File: src/include/iidr_pkg.sv
package iidr_pkg;
   // register byte offsets, one locality window (aliased per locality), plus the init control register at 0x5000 outside the windows
   localparam logic [15:0] OFF_IFACE_ID = 16'h0030;
   localparam logic [15:0] OFF_REV_ID = 16'h0F04;
   localparam logic [15:0] LOC_STRIDE = 16'h1000;
   localparam logic [15:0] LOC_OFF_MASK = 16'h0FFF;
   localparam logic [2:0] NUM_LOC = 3'h5;
   localparam logic [15:0] OFF_INIT_CTRL = 16'h5000;
   // interface identifier field positions
   localparam int BIT_CSUM = 23;
   localparam int BIT_LOCK = 19;
   localparam int SEL_LSB = 17;
   localparam int BIT_BUF_CAP = 14;
   localparam int BIT_FIFO_CAP = 13;
   localparam int BIT_MULTI_LOC = 8;
   localparam int REV_LSB = 4;
   localparam int KIND_LSB = 0;
   // encodings
   localparam logic [1:0] SEL_FIFO = 2'h0;
   localparam logic [1:0] SEL_BUF = 2'h1;
   localparam logic [3:0] KIND_FIFO = 4'h0;
   localparam logic [3:0] KIND_BUF = 4'h1;
   localparam logic [3:0] KIND_OLD_FIFO = 4'hF;
   localparam logic [3:0] IREV_FIFO = 4'h0;
   localparam logic [3:0] IREV_BUF = 4'h2;
   // reset values and bus response codes
   localparam logic [1:0] SEL_RESET = 2'h0;
   localparam logic LOCK_RESET = 1'b0;
   localparam logic [1:0] RESP_OKAY = 2'h0;
   localparam logic [1:0] RESP_SLVERR = 2'h2;
endpackage

File: src/include/iidr_bus_if.sv
`timescale 1ns/1ps
interface iidr_bus_if;
   logic wr_en;
   logic [31:0] wdata;
   logic [3:0] wstrb;
   logic init_evt;
   logic [1:0] active_sel;
   logic lock;
   logic [31:0] id_word;
   modport ctrl
   (
      output wr_en,
      output wdata,
      output wstrb,
      output init_evt,
      input active_sel,
      input lock,
      input id_word
   );
   modport regs
   (
      input wr_en,
      input wdata,
      input wstrb,
      input init_evt,
      output active_sel,
      output lock,
      output id_word
   );
endinterface

File: src/logic/iidr_top.sv
// Implementation choices: the register addresses and register access over AXI4-Lite.
`timescale 1ns/1ps
// How it works
// - an 8-bit read-only revision register returns a fixed per-silicon revision code.
// - identifier bits 31:24 are read-only and bits 22:20 and 12:9 always read zero.
// - bit 23 reads 1 when the checksum capability exists, else 0.
// - writing 0 to the lock bit 19 has no effect on it.
// - writing 1 to the lock bit sets it, if both the fifo and buffer interfaces are implemented, and blocks selector changes.
// - the lock bit clears on every platform init event.
// - selector code 00 picks the fifo interface, 01 the buffer interface, others reserved.
// - a selector write only changes the active interface at the next init event.
// - selector writes are accepted only while the lock reads 0.
// - bits 16:15 always read zero.
// - bit 14 reads 1 when the buffer interface is implemented and selectable.
// - bit 13 reads 1 when the fifo interface is implemented and selectable.
// - bit 8 reads 1 when five localities are supported, else 0.
// - bits 7:4 report 0010 for the buffer interface and 0000 for fifo.
// - bits 3:0 report the active interface kind, 0000 fifo, 0001 buffer.
// - every locality alias of the identifier register returns the same content.
module iidr_top
#(
   parameter logic [7:0] REVISION_CODE = 8'h01, // arbitrary value
   parameter logic CSUM_CAP = 1'b1,
   parameter logic BUF_CAP = 1'b1,
   parameter logic FIFO_CAP = 1'b1,
   parameter logic MULTI_LOC = 1'b1
)
(
   input wire logic aclk,
   input wire logic aresetn,
   input wire logic platform_init_event,
   input wire logic [15:0] s_axi_awaddr,
   input wire logic s_axi_awvalid,
   output logic s_axi_awready,
   input wire logic [31:0] s_axi_wdata,
   input wire logic [3:0] s_axi_wstrb,
   input wire logic s_axi_wvalid,
   output logic s_axi_wready,
   output logic [1:0] s_axi_bresp,
   output logic s_axi_bvalid,
   input wire logic s_axi_bready,
   input wire logic [15:0] s_axi_araddr,
   input wire logic s_axi_arvalid,
   output logic s_axi_arready,
   output logic [31:0] s_axi_rdata,
   output logic [1:0] s_axi_rresp,
   output logic s_axi_rvalid,
   input wire logic s_axi_rready,
   output logic [1:0] active_interface_kind
);
   iidr_bus_if bus();

   logic aw_held_r;
   logic w_held_r;
   logic [15:0] awaddr_r;
   logic [31:0] wdata_r;
   logic [3:0] wstrb_r;
   logic do_write;
   logic wr_id_hit;
   logic wr_init_hit;
   logic wr_known;
   logic [31:0] rdata_nxt;
   logic [1:0] rresp_nxt;
   logic [15:0] rd_loc_off;
   logic rd_in_loc;

   // ----------------------------------------
   // write channel capture
   // ----------------------------------------
   assign s_axi_awready = !aw_held_r && !s_axi_bvalid;
   assign s_axi_wready = !w_held_r && !s_axi_bvalid;
   assign do_write = aw_held_r && w_held_r;

   always_ff @(posedge aclk)
   begin
      if (!aresetn)
      begin
         aw_held_r <= 1'b0;
         awaddr_r <= 16'h0000;
      end
      else if (s_axi_awvalid && s_axi_awready)
      begin
         aw_held_r <= 1'b1;
         awaddr_r <= s_axi_awaddr;
      end
      else if (do_write)
         aw_held_r <= 1'b0;
   end

   always_ff @(posedge aclk)
   begin
      if (!aresetn)
      begin
         w_held_r <= 1'b0;
         wdata_r <= 32'h00000000;
         wstrb_r <= 4'h0;
      end
      else if (s_axi_wvalid && s_axi_wready)
      begin
         w_held_r <= 1'b1;
         wdata_r <= s_axi_wdata;
         wstrb_r <= s_axi_wstrb;
      end
      else if (do_write)
         w_held_r <= 1'b0;
   end

   // ----------------------------------------
   // write decode
   // ----------------------------------------
   assign wr_id_hit = (awaddr_r[15:12] < 4'(iidr_pkg::NUM_LOC))
                      && ((awaddr_r & iidr_pkg::LOC_OFF_MASK) == iidr_pkg::OFF_IFACE_ID);
   assign wr_init_hit = awaddr_r == iidr_pkg::OFF_INIT_CTRL;
   assign wr_known = wr_id_hit || wr_init_hit || ((awaddr_r[15:12] < 4'(iidr_pkg::NUM_LOC))
                     && ((awaddr_r & iidr_pkg::LOC_OFF_MASK) == iidr_pkg::OFF_REV_ID));

   assign bus.wr_en = do_write && wr_id_hit;
   assign bus.wdata = wdata_r;
   assign bus.wstrb = wstrb_r;
   assign bus.init_evt = platform_init_event
                         || (do_write && wr_init_hit && wstrb_r[0] && wdata_r[0]);

   always_ff @(posedge aclk)
   begin
      if (!aresetn)
      begin
         s_axi_bvalid <= 1'b0;
         s_axi_bresp <= iidr_pkg::RESP_OKAY;
      end
      else if (do_write)
      begin
         s_axi_bvalid <= 1'b1;
         s_axi_bresp <= wr_known ? iidr_pkg::RESP_OKAY : iidr_pkg::RESP_SLVERR;
      end
      else if (s_axi_bready)
         s_axi_bvalid <= 1'b0;
   end

   // ----------------------------------------
   // read path
   // ----------------------------------------
   assign s_axi_arready = !s_axi_rvalid;
   assign rd_loc_off = s_axi_araddr & iidr_pkg::LOC_OFF_MASK;
   assign rd_in_loc = s_axi_araddr[15:12] < 4'(iidr_pkg::NUM_LOC);

   always_comb
   begin
      rdata_nxt = 32'h00000000;
      rresp_nxt = iidr_pkg::RESP_OKAY;
      if (rd_in_loc && rd_loc_off == iidr_pkg::OFF_IFACE_ID)
         rdata_nxt = bus.id_word;
      else if (rd_in_loc && rd_loc_off == iidr_pkg::OFF_REV_ID)
         rdata_nxt = {24'h000000, REVISION_CODE};
      else if (s_axi_araddr != iidr_pkg::OFF_INIT_CTRL)
         rresp_nxt = iidr_pkg::RESP_SLVERR;
   end

   always_ff @(posedge aclk)
   begin
      if (!aresetn)
      begin
         s_axi_rvalid <= 1'b0;
         s_axi_rdata <= 32'h00000000;
         s_axi_rresp <= iidr_pkg::RESP_OKAY;
      end
      else if (s_axi_arvalid && s_axi_arready)
      begin
         s_axi_rvalid <= 1'b1;
         s_axi_rdata <= rdata_nxt;
         s_axi_rresp <= rresp_nxt;
      end
      else if (s_axi_rready)
         s_axi_rvalid <= 1'b0;
   end

   assign active_interface_kind = bus.active_sel;

   // ----------------------------------------
   // identifier register
   // ----------------------------------------
   iidr_ident
   #(
      .CSUM_CAP(CSUM_CAP),
      .BUF_CAP(BUF_CAP),
      .FIFO_CAP(FIFO_CAP),
      .MULTI_LOC(MULTI_LOC)
   )
   u_ident
   (
      .aclk(aclk),
      .aresetn(aresetn),
      .bus(bus)
   );

   chk_rev_read:
      assert property (@(posedge aclk) disable iff (!aresetn)
      s_axi_arvalid && s_axi_arready && rd_in_loc && rd_loc_off == iidr_pkg::OFF_REV_ID
      |=> s_axi_rvalid && s_axi_rdata == {24'h000000, REVISION_CODE})
      else $error("revision read wrong");
   chk_reserved_zero:
      assert property (@(posedge aclk) disable iff (!aresetn)
      bus.id_word[31:24] == 8'h00 && bus.id_word[22:20] == 3'h0
      && bus.id_word[12:9] == 4'h0 && bus.id_word[16:15] == 2'h0)
      else $error("reserved bits nonzero");
   chk_caps_fixed:
      assert property (@(posedge aclk) disable iff (!aresetn)
      bus.id_word[23] == CSUM_CAP && bus.id_word[14] == BUF_CAP
      && bus.id_word[13] == FIFO_CAP && bus.id_word[8] == MULTI_LOC)
      else $error("capability bits wrong");
   chk_write_resp:
      assert property (@(posedge aclk) disable iff (!aresetn)
      do_write |=> s_axi_bvalid)
      else $error("write not answered");
   chk_read_resp:
      assert property (@(posedge aclk) disable iff (!aresetn)
      s_axi_arvalid && s_axi_arready |=> s_axi_rvalid)
      else $error("read not answered");
   cov_id_read: cover property (@(posedge aclk) disable iff (!aresetn)
      s_axi_arvalid && s_axi_arready && rd_loc_off == iidr_pkg::OFF_IFACE_ID);
   cov_id_write: cover property (@(posedge aclk) disable iff (!aresetn) bus.wr_en);
endmodule

File: src/logic/iidr_ident.sv
`timescale 1ns/1ps
module iidr_ident
#(
   parameter logic CSUM_CAP = 1'b1,
   parameter logic BUF_CAP = 1'b1,
   parameter logic FIFO_CAP = 1'b1,
   parameter logic MULTI_LOC = 1'b1
)
(
   input wire logic aclk,
   input wire logic aresetn,
   iidr_bus_if.regs bus
);
   logic lock_r;
   logic [1:0] pend_sel_r;
   logic [1:0] active_sel_r;
   logic sel_ok;
   logic [1:0] wr_sel;

   // ----------------------------------------
   // selector and lock
   // ----------------------------------------
   assign wr_sel = bus.wdata[iidr_pkg::SEL_LSB +: 2];
   assign sel_ok = FIFO_CAP && BUF_CAP && !lock_r && bus.wstrb[2] && bus.wr_en
                   && (wr_sel == iidr_pkg::SEL_FIFO || wr_sel == iidr_pkg::SEL_BUF);

   always_ff @(posedge aclk)
   begin
      if (!aresetn || bus.init_evt)
         lock_r <= iidr_pkg::LOCK_RESET;
      else if (bus.wr_en && bus.wstrb[2] && bus.wdata[iidr_pkg::BIT_LOCK] && FIFO_CAP && BUF_CAP)
         lock_r <= 1'b1;
   end

   always_ff @(posedge aclk)
   begin
      if (!aresetn)
         pend_sel_r <= iidr_pkg::SEL_RESET;
      else if (sel_ok)
         pend_sel_r <= wr_sel;
   end

   always_ff @(posedge aclk)
   begin
      if (!aresetn)
         active_sel_r <= BUF_CAP && !FIFO_CAP ? iidr_pkg::SEL_BUF : iidr_pkg::SEL_FIFO;
      else if (bus.init_evt)
         active_sel_r <= pend_sel_r;
   end

   // ----------------------------------------
   // read word
   // ----------------------------------------
   always_comb
   begin
      bus.id_word = 32'h00000000;
      bus.id_word[iidr_pkg::BIT_CSUM] = CSUM_CAP;
      bus.id_word[iidr_pkg::BIT_LOCK] = lock_r;
      bus.id_word[iidr_pkg::SEL_LSB +: 2] = pend_sel_r;
      bus.id_word[iidr_pkg::BIT_BUF_CAP] = BUF_CAP;
      bus.id_word[iidr_pkg::BIT_FIFO_CAP] = FIFO_CAP;
      bus.id_word[iidr_pkg::BIT_MULTI_LOC] = MULTI_LOC;
      bus.id_word[iidr_pkg::REV_LSB +: 4] = (active_sel_r == iidr_pkg::SEL_BUF) ?
         iidr_pkg::IREV_BUF : iidr_pkg::IREV_FIFO;
      bus.id_word[iidr_pkg::KIND_LSB +: 4] = (active_sel_r == iidr_pkg::SEL_BUF) ?
         iidr_pkg::KIND_BUF : iidr_pkg::KIND_FIFO;
   end
   assign bus.active_sel = active_sel_r;
   assign bus.lock = lock_r;

   chk_lock_holds_sel:
      assert property (@(posedge aclk) disable iff (!aresetn)
      lock_r && !bus.init_evt |=> $stable(pend_sel_r))
      else $error("selector changed while locked");
   chk_active_waits_init:
      assert property (@(posedge aclk) disable iff (!aresetn)
      !bus.init_evt |=> $stable(active_sel_r))
      else $error("active interface changed without init");
   chk_init_clears_lock:
      assert property (@(posedge aclk) disable iff (!aresetn)
      bus.init_evt |=> !lock_r)
      else $error("lock not cleared by init");
   chk_lock_sticky:
      assert property (@(posedge aclk) disable iff (!aresetn)
      lock_r && !bus.init_evt |=> lock_r)
      else $error("lock dropped without init");
   chk_kind_matches:
      assert property (@(posedge aclk) disable iff (!aresetn)
      bus.id_word[3:0] == ((active_sel_r == iidr_pkg::SEL_BUF) ? 4'h1 : 4'h0)
      && bus.id_word[7:4] == ((active_sel_r == iidr_pkg::SEL_BUF) ? 4'h2 : 4'h0))
      else $error("type or version field wrong");
   cov_lock_set: cover property (@(posedge aclk) disable iff (!aresetn) $rose(lock_r));
   cov_switch: cover property (@(posedge aclk) disable iff (!aresetn)
      bus.init_evt ##1 $changed(active_sel_r));
endmodule

File: config.mk
export PLATFORM = sky130hd
export DESIGN_NAME = iidr_top
export DESIGN_NICKNAME = d
export VERILOG_FILES = /design/src/include/iidr_pkg.sv /design/src/include/iidr_bus_if.sv /design/src/logic/iidr_top.sv /design/src/logic/iidr_ident.sv
export SDC_FILE = /design/constraint.sdc
export NUM_CORES = 1
export LEC_CHECK = 0
export ABC_AREA = 1
export BUFFER_PORTS_ARGS = -buffer_cell sky130_fd_sc_hd__buf_2
export CAP_MARGIN = 20
export CORE_ASPECT_RATIO = 0.6
export CORE_MARGIN = 4
export CORE_UTILIZATION = 48
export CTS_BUF_LIST = sky130_fd_sc_hd__clkbuf_8
export CTS_CLUSTER_SIZE = 28
export DETAILED_ROUTE_END_ITERATION = 10
export PLACE_DENSITY = 0.85
export SETUP_SLACK_MARGIN = 0.2
export SYNTH_ARGS = -nofsm -noshare
export SYNTH_HDL_FRONTEND = slang
export SYNTH_SLANG_ARGS = --single-unit
File: constraint.sdc
create_clock -name aclk -period 2.22 [get_ports aclk]
set_input_delay 0.444 -clock aclk [delete_from_list [all_inputs] [get_ports aclk]]
set_output_delay 0.444 -clock aclk [all_outputs]
set_load 0.05 [all_outputs]
# Yosys cells after proc, flatten, opt, wreduce, memory -nomap -nowiden

Index checks and enable logic that the tools add are counted.

Multiplexer cells: 15
$lt $le $gt $ge: 2
Reduce and logical (&&, ||, !) cells: 35
Eq/ne operators: 8

Operators by type and width:

| kind                                                                       | count |
|---|---|
| 12-bit equality test (second input constant)                               | 2 |
| 12-bit by 6-bit equality test with 1-bit output (second input constant)    | 2 |
| 24-bit two-way mux                                                         | 1 |
| 1-bit logical AND                                                          | 19 |
| 16-bit by 15-bit equality test with 1-bit output (second input constant)   | 1 |
| 16-bit by 15-bit inequality test with 1-bit output (second input constant) | 1 |
| 2-bit two-way mux                                                          | 5 |
| 1-bit two-way mux                                                          | 9 |
| 4-bit by 3-bit < comparator with 1-bit output (second input constant)      | 2 |
| 2-bit nonzero test                                                         | 4 |
| 1-bit logical NOT                                                          | 6 |
| 1-bit logical OR                                                           | 5 |
| 2-bit by 1-bit equality test with 1-bit output (second input constant)     | 2 |
| 2-bit logical NOT                                                          | 1 |

Register bits after elaboration: 84
Word-level logic and storage cells: 73
Output and inout bits: 43

# Depth between registers and ports, before layout

Word-level depth: 6
Depth in mapped cells: 9
Mapped depth without buffers: 9

# Cells and area by module

From an unflattened synthesis, not the netlist that was laid out.

Cell total of the unflattened synthesis: 528
Area, all modules: 4239.1 sq um

Modules (own cells, without submodules):

| module     | area each (sq um) | sequential area each (sq um) | instances | cells each |
|---|---|---|---|---|
| iidr_top   | 3823.7            | 1801.7                       | 1         | 471 |
| iidr_ident | 415.4             | 100.1                        | 1         | 57 |

# Worst setup path before layout

OpenSTA, ideal clock, no wires.

Path type: reg2reg
Start point: reg s_axi_bvalid
End point: reg awaddr_r[0]
Buffers on the path: 1
Cell stages (with the launch flop): 6
Arrival time: 1.858 ns
Required time: 2.104 ns
Library setup time: 0.116 ns
Path slack: 0.247 ns
Path through: dfxtp_1 > nor2_1 > nand2_1 > buf_2 > o21ai_0 > nor2_1

Longest elaborated chain between the ends: 3

Ends and longest elaborated chain:

| what                     | RTL line        | source |
|---|---|---|
| start: declaration       | iidr_top.sv:40  | `output logic s_axi_bvalid,` |
| start signal: assignment | iidr_top.sv:127 | `s_axi_bvalid <= 1'b0;` |
| start signal: assignment | iidr_top.sv:132 | `s_axi_bvalid <= 1'b1;` |
| start signal: assignment | iidr_top.sv:136 | `s_axi_bvalid <= 1'b0;` |
| 1-bit logical NOT        | iidr_top.sv:70  | `assign s_axi_awready = !aw_held_r && !s_axi_bvalid;` |
| 1-bit logical AND        | iidr_top.sv:70  |  |
| net s_axi_awready        | iidr_top.sv:34  | `output logic s_axi_awready,` |
| 1-bit logical AND        | iidr_top.sv:81  | `else if (s_axi_awvalid && s_axi_awready)` |
| end signal: assignment   | iidr_top.sv:84  | `awaddr_r <= s_axi_awaddr;` |
| end: declaration         | iidr_top.sv:55  | `logic [15:0] awaddr_r;` |

The timed path passes the listed nets, and every way through them passes these cells.
A chain may end at the register's enable or synchronous reset.

# Worst setup path after layout

Start point: reg s_axi_bvalid
End point: out s_axi_wready

Longest elaborated chain between the ends: 2

Ends and longest elaborated chain:

| what              | RTL line       | source |
|---|---|---|
| 1-bit logical NOT | iidr_top.sv:71 | `assign s_axi_wready = !w_held_r && !s_axi_bvalid;` |
| 1-bit logical AND | iidr_top.sv:71 |  |
| end: declaration  | iidr_top.sv:38 | `output logic s_axi_wready,` |

Every way passes these cells.

==> flow_summary.toml <==
[outcome]
outcome = "completed"

[layout]
antennaDiodeCount = 0
drive_gt1_frac = 0.261
n_fill_cell = 366
finalNetCount = 420
syn_to_final_growth_pct = 15.9
final_area_um2 = 2310

[power]
irDropWorstVdd_mv = 0.336
power_leakage_uw = 0.00114
total_power_uw = 1640
powerDensity_nw_per_um2 = 707

[placement]
dpl-instance-area_um2 = 2230
place_hpwl_mm = 3.58
port_buffers = 63
place_congestion = 0.839

[setup_path]
critPathKind = "register to output port"
critPathRequiredTime_ns = 1.78
crit_fanout = 4
end_kind = "output port"
critPathLaunchType = "register"
crit_arrival_ns = 1.19

[global_routing]
grt_pass1_vias = 1631
grt.total_usage = 0.176
grt_pass1_wl_mm = 7.29
antenna_found_initial = 0
grt_max_degree = 32
grt_overflow = 0

[clock_tree]
root_buffer = "clkbuf_8"
post_cts_resized = 0
cts_tree = "done"
clock_path_buffers = 2
post-cts-setup-buffers = 0
clk_pin_slew_ns = 0.08
htree_levels = 2
cts_hold_buf = 0
cts_made_buffers = 5
clk_latency_ns = 0.29
cts_sinks = 39

[synthesis]
avgSynthCellArea_um2 = 7.06
synth_seq_area_share = 0.391
ys_types = 25
postSynthCellCount = 283
ys.warnings.count = 0
synth-edff-count = 0
synth_seq_cells = 39
async_reset_ff_frac = 0
synthesis.area_um2 = 2000
ys.flop_type = "dfxtp_1"

[die]
die_w_um = 91.3
num_rows = 17
die_h_um = 58.0
io_pins = 119
initial_core_util = 0.522
dieArea_um2 = 5290
coreArea_um2 = 3830

[detailed_routing]
routed_wl_mm = 4.48
via_count = 1863
dr.pass1.iters = 4
drt_first_iter_violations = 102
vias_per_cell = 4.75
wl_per_cell_um = 11.4
drc = 0
ant_nets = 0

[timing]
setup_tns_ns = 0
setup_viol = 0
hold_viol = 0
period_needed_ns = 1.63
maxSlewViolCount = 0
post-route-period-util = 0.735
fin_worst_skew_ns = 0.00592
max_freq_ghz = 0.613
rsz0062_at_grt = "no"

[flow_run]
drv_cap = 0

[min_path]
hold_path.class = "input port to register"
-- sequential cells by signal, indices dropped and copies added (netlist names) --
register and flops:
bus.wstrb 2, bus.wdata 4, w_held_r 1, awaddr_r 16, u_ident.pend_sel_r 2, s_axi_rvalid 1, aw_held_r 1, s_axi_bresp 1
u_ident.bus.lock 1, u_ident.bus.active_sel 2, s_axi_rdata 6, s_axi_rresp 1, s_axi_bvalid 1
-- stage by stage --
stage / setup WS (ns) / utilization / std cells / hold WS, ns
5_1_grt: 0.528 / 0.604 / 392 / 0.390
6_report: 0.588 / 0.604 / 392 / 0.393
2_1_floorplan: 0.247 / - / 307 / 0.430
3_3_place_gp: 0.836 / 0.582 / 384 / 0.450
3_5_place_dp: 0.822 / 0.582 / 384 / 0.455
4_1_cts: 0.580 / 0.604 / 392 / 0.381
-- cells in the final DEF (no fill, tap or decap) --
master | synthesis | routed
nand4_2 | 1 | 1
a21oi_2 | 2 | 2
o31ai_2 | 1 | 1
o21a_1 | 1 | 1
inv_2 | 1 | 1
o21ai_0 | 25 | 25
nor2_4 | 2 | 2
conb_1 | 1 | 25
inv_1 | 27 | 28
dfxtp_1 | 39 | 39
buf_2 | 2 | 63
clkinv_2 | 0 | 1
nand2_1 | 34 | 34
nor3_2 | 1 | 1
nor2_2 | 6 | 6
nand4_1 | 7 | 7
nor2_1 | 64 | 64
nand3_2 | 1 | 1
clkbuf_8 | 0 | 5
or2_4 | 1 | 1
nand3_1 | 10 | 10
buf_4 | 29 | 1
nand3b_1 | 5 | 5
clkinvlp_4 | 0 | 1
nand2_2 | 3 | 3
a21oi_1 | 17 | 17
-- synthesized netlist by cell type, types with 3 or more instances --
cell type  count  area, um2
inv_1         27        101
dfxtp_1       39        781
nor2_2         6       37.5
buf_4         29        218
nand3b_1       5       37.5
nand3_1       10       50.1
a21oi_1       17       85.1
nand2_1       34        128
nor2_1        64        240
o21ai_0       25        125
nand2_2        3       18.8
nand4_1        7       43.8
-- logic make-up after synthesis --
family | share of synthesized area
buffers and inverters | 0.173
AND/OR/NAND/NOR | 0.310
flip-flops | 0.391
AO/OA/AOI/OAI | 0.124
other | 0.00188
-- final timing paths --
| kind | from | end | slack (ns) | depth (start not counted) |
|---|---|---|---|---|
| worst min register to register | s_axi_rresp[1] | s_axi_rresp[1] | 0.46 | 2 |
| worst max-delay path | s_axi_bvalid | s_axi_wready | 0.59 | 2 |
| worst min-delay path | s_axi_awaddr[2] | awaddr_r[2] | 0.39 | 3 |
| worst max register to register | s_axi_bvalid | awaddr_r[7] | 0.88 | 5 |
-- power by group --
| group | internal, uW | switching, uW |
|---|---|---|
| sequential | 748 | 30.2 |
| clock | 215 | 251 |
| combinational | 97.5 | 294 |
-- critical path, cell delays in order, from the launching register on --
cell     delay [ns]
dfxtp_1        0.35
nor2_1         0.23
buf_2          0.32
-- area by class of cell --
class                      count  area, um2  share of cell area
inverter                      28        105              0.0454
tap                           47       58.8              0.0254
clock inverter                 3       16.3             0.00703
clock buffer                   5       68.8              0.0297
sequential                    39        781               0.337
multi-input combinational    206        961               0.415
timing repair buffer          64        323               0.140
-- layer usage --
metal | share of wire | track usage | vias to the layer above
li1 | - | - | 971
met1 | 0.45 | 0.221 | 799
met2 | 0.45 | 0.287 | 86
met3 | 0.085 | 0.0532 | 7
met4 | 0.015 | 0.0708 | 0
met5 | 0 | 0 | -
(Power assumes the default switching activity.)
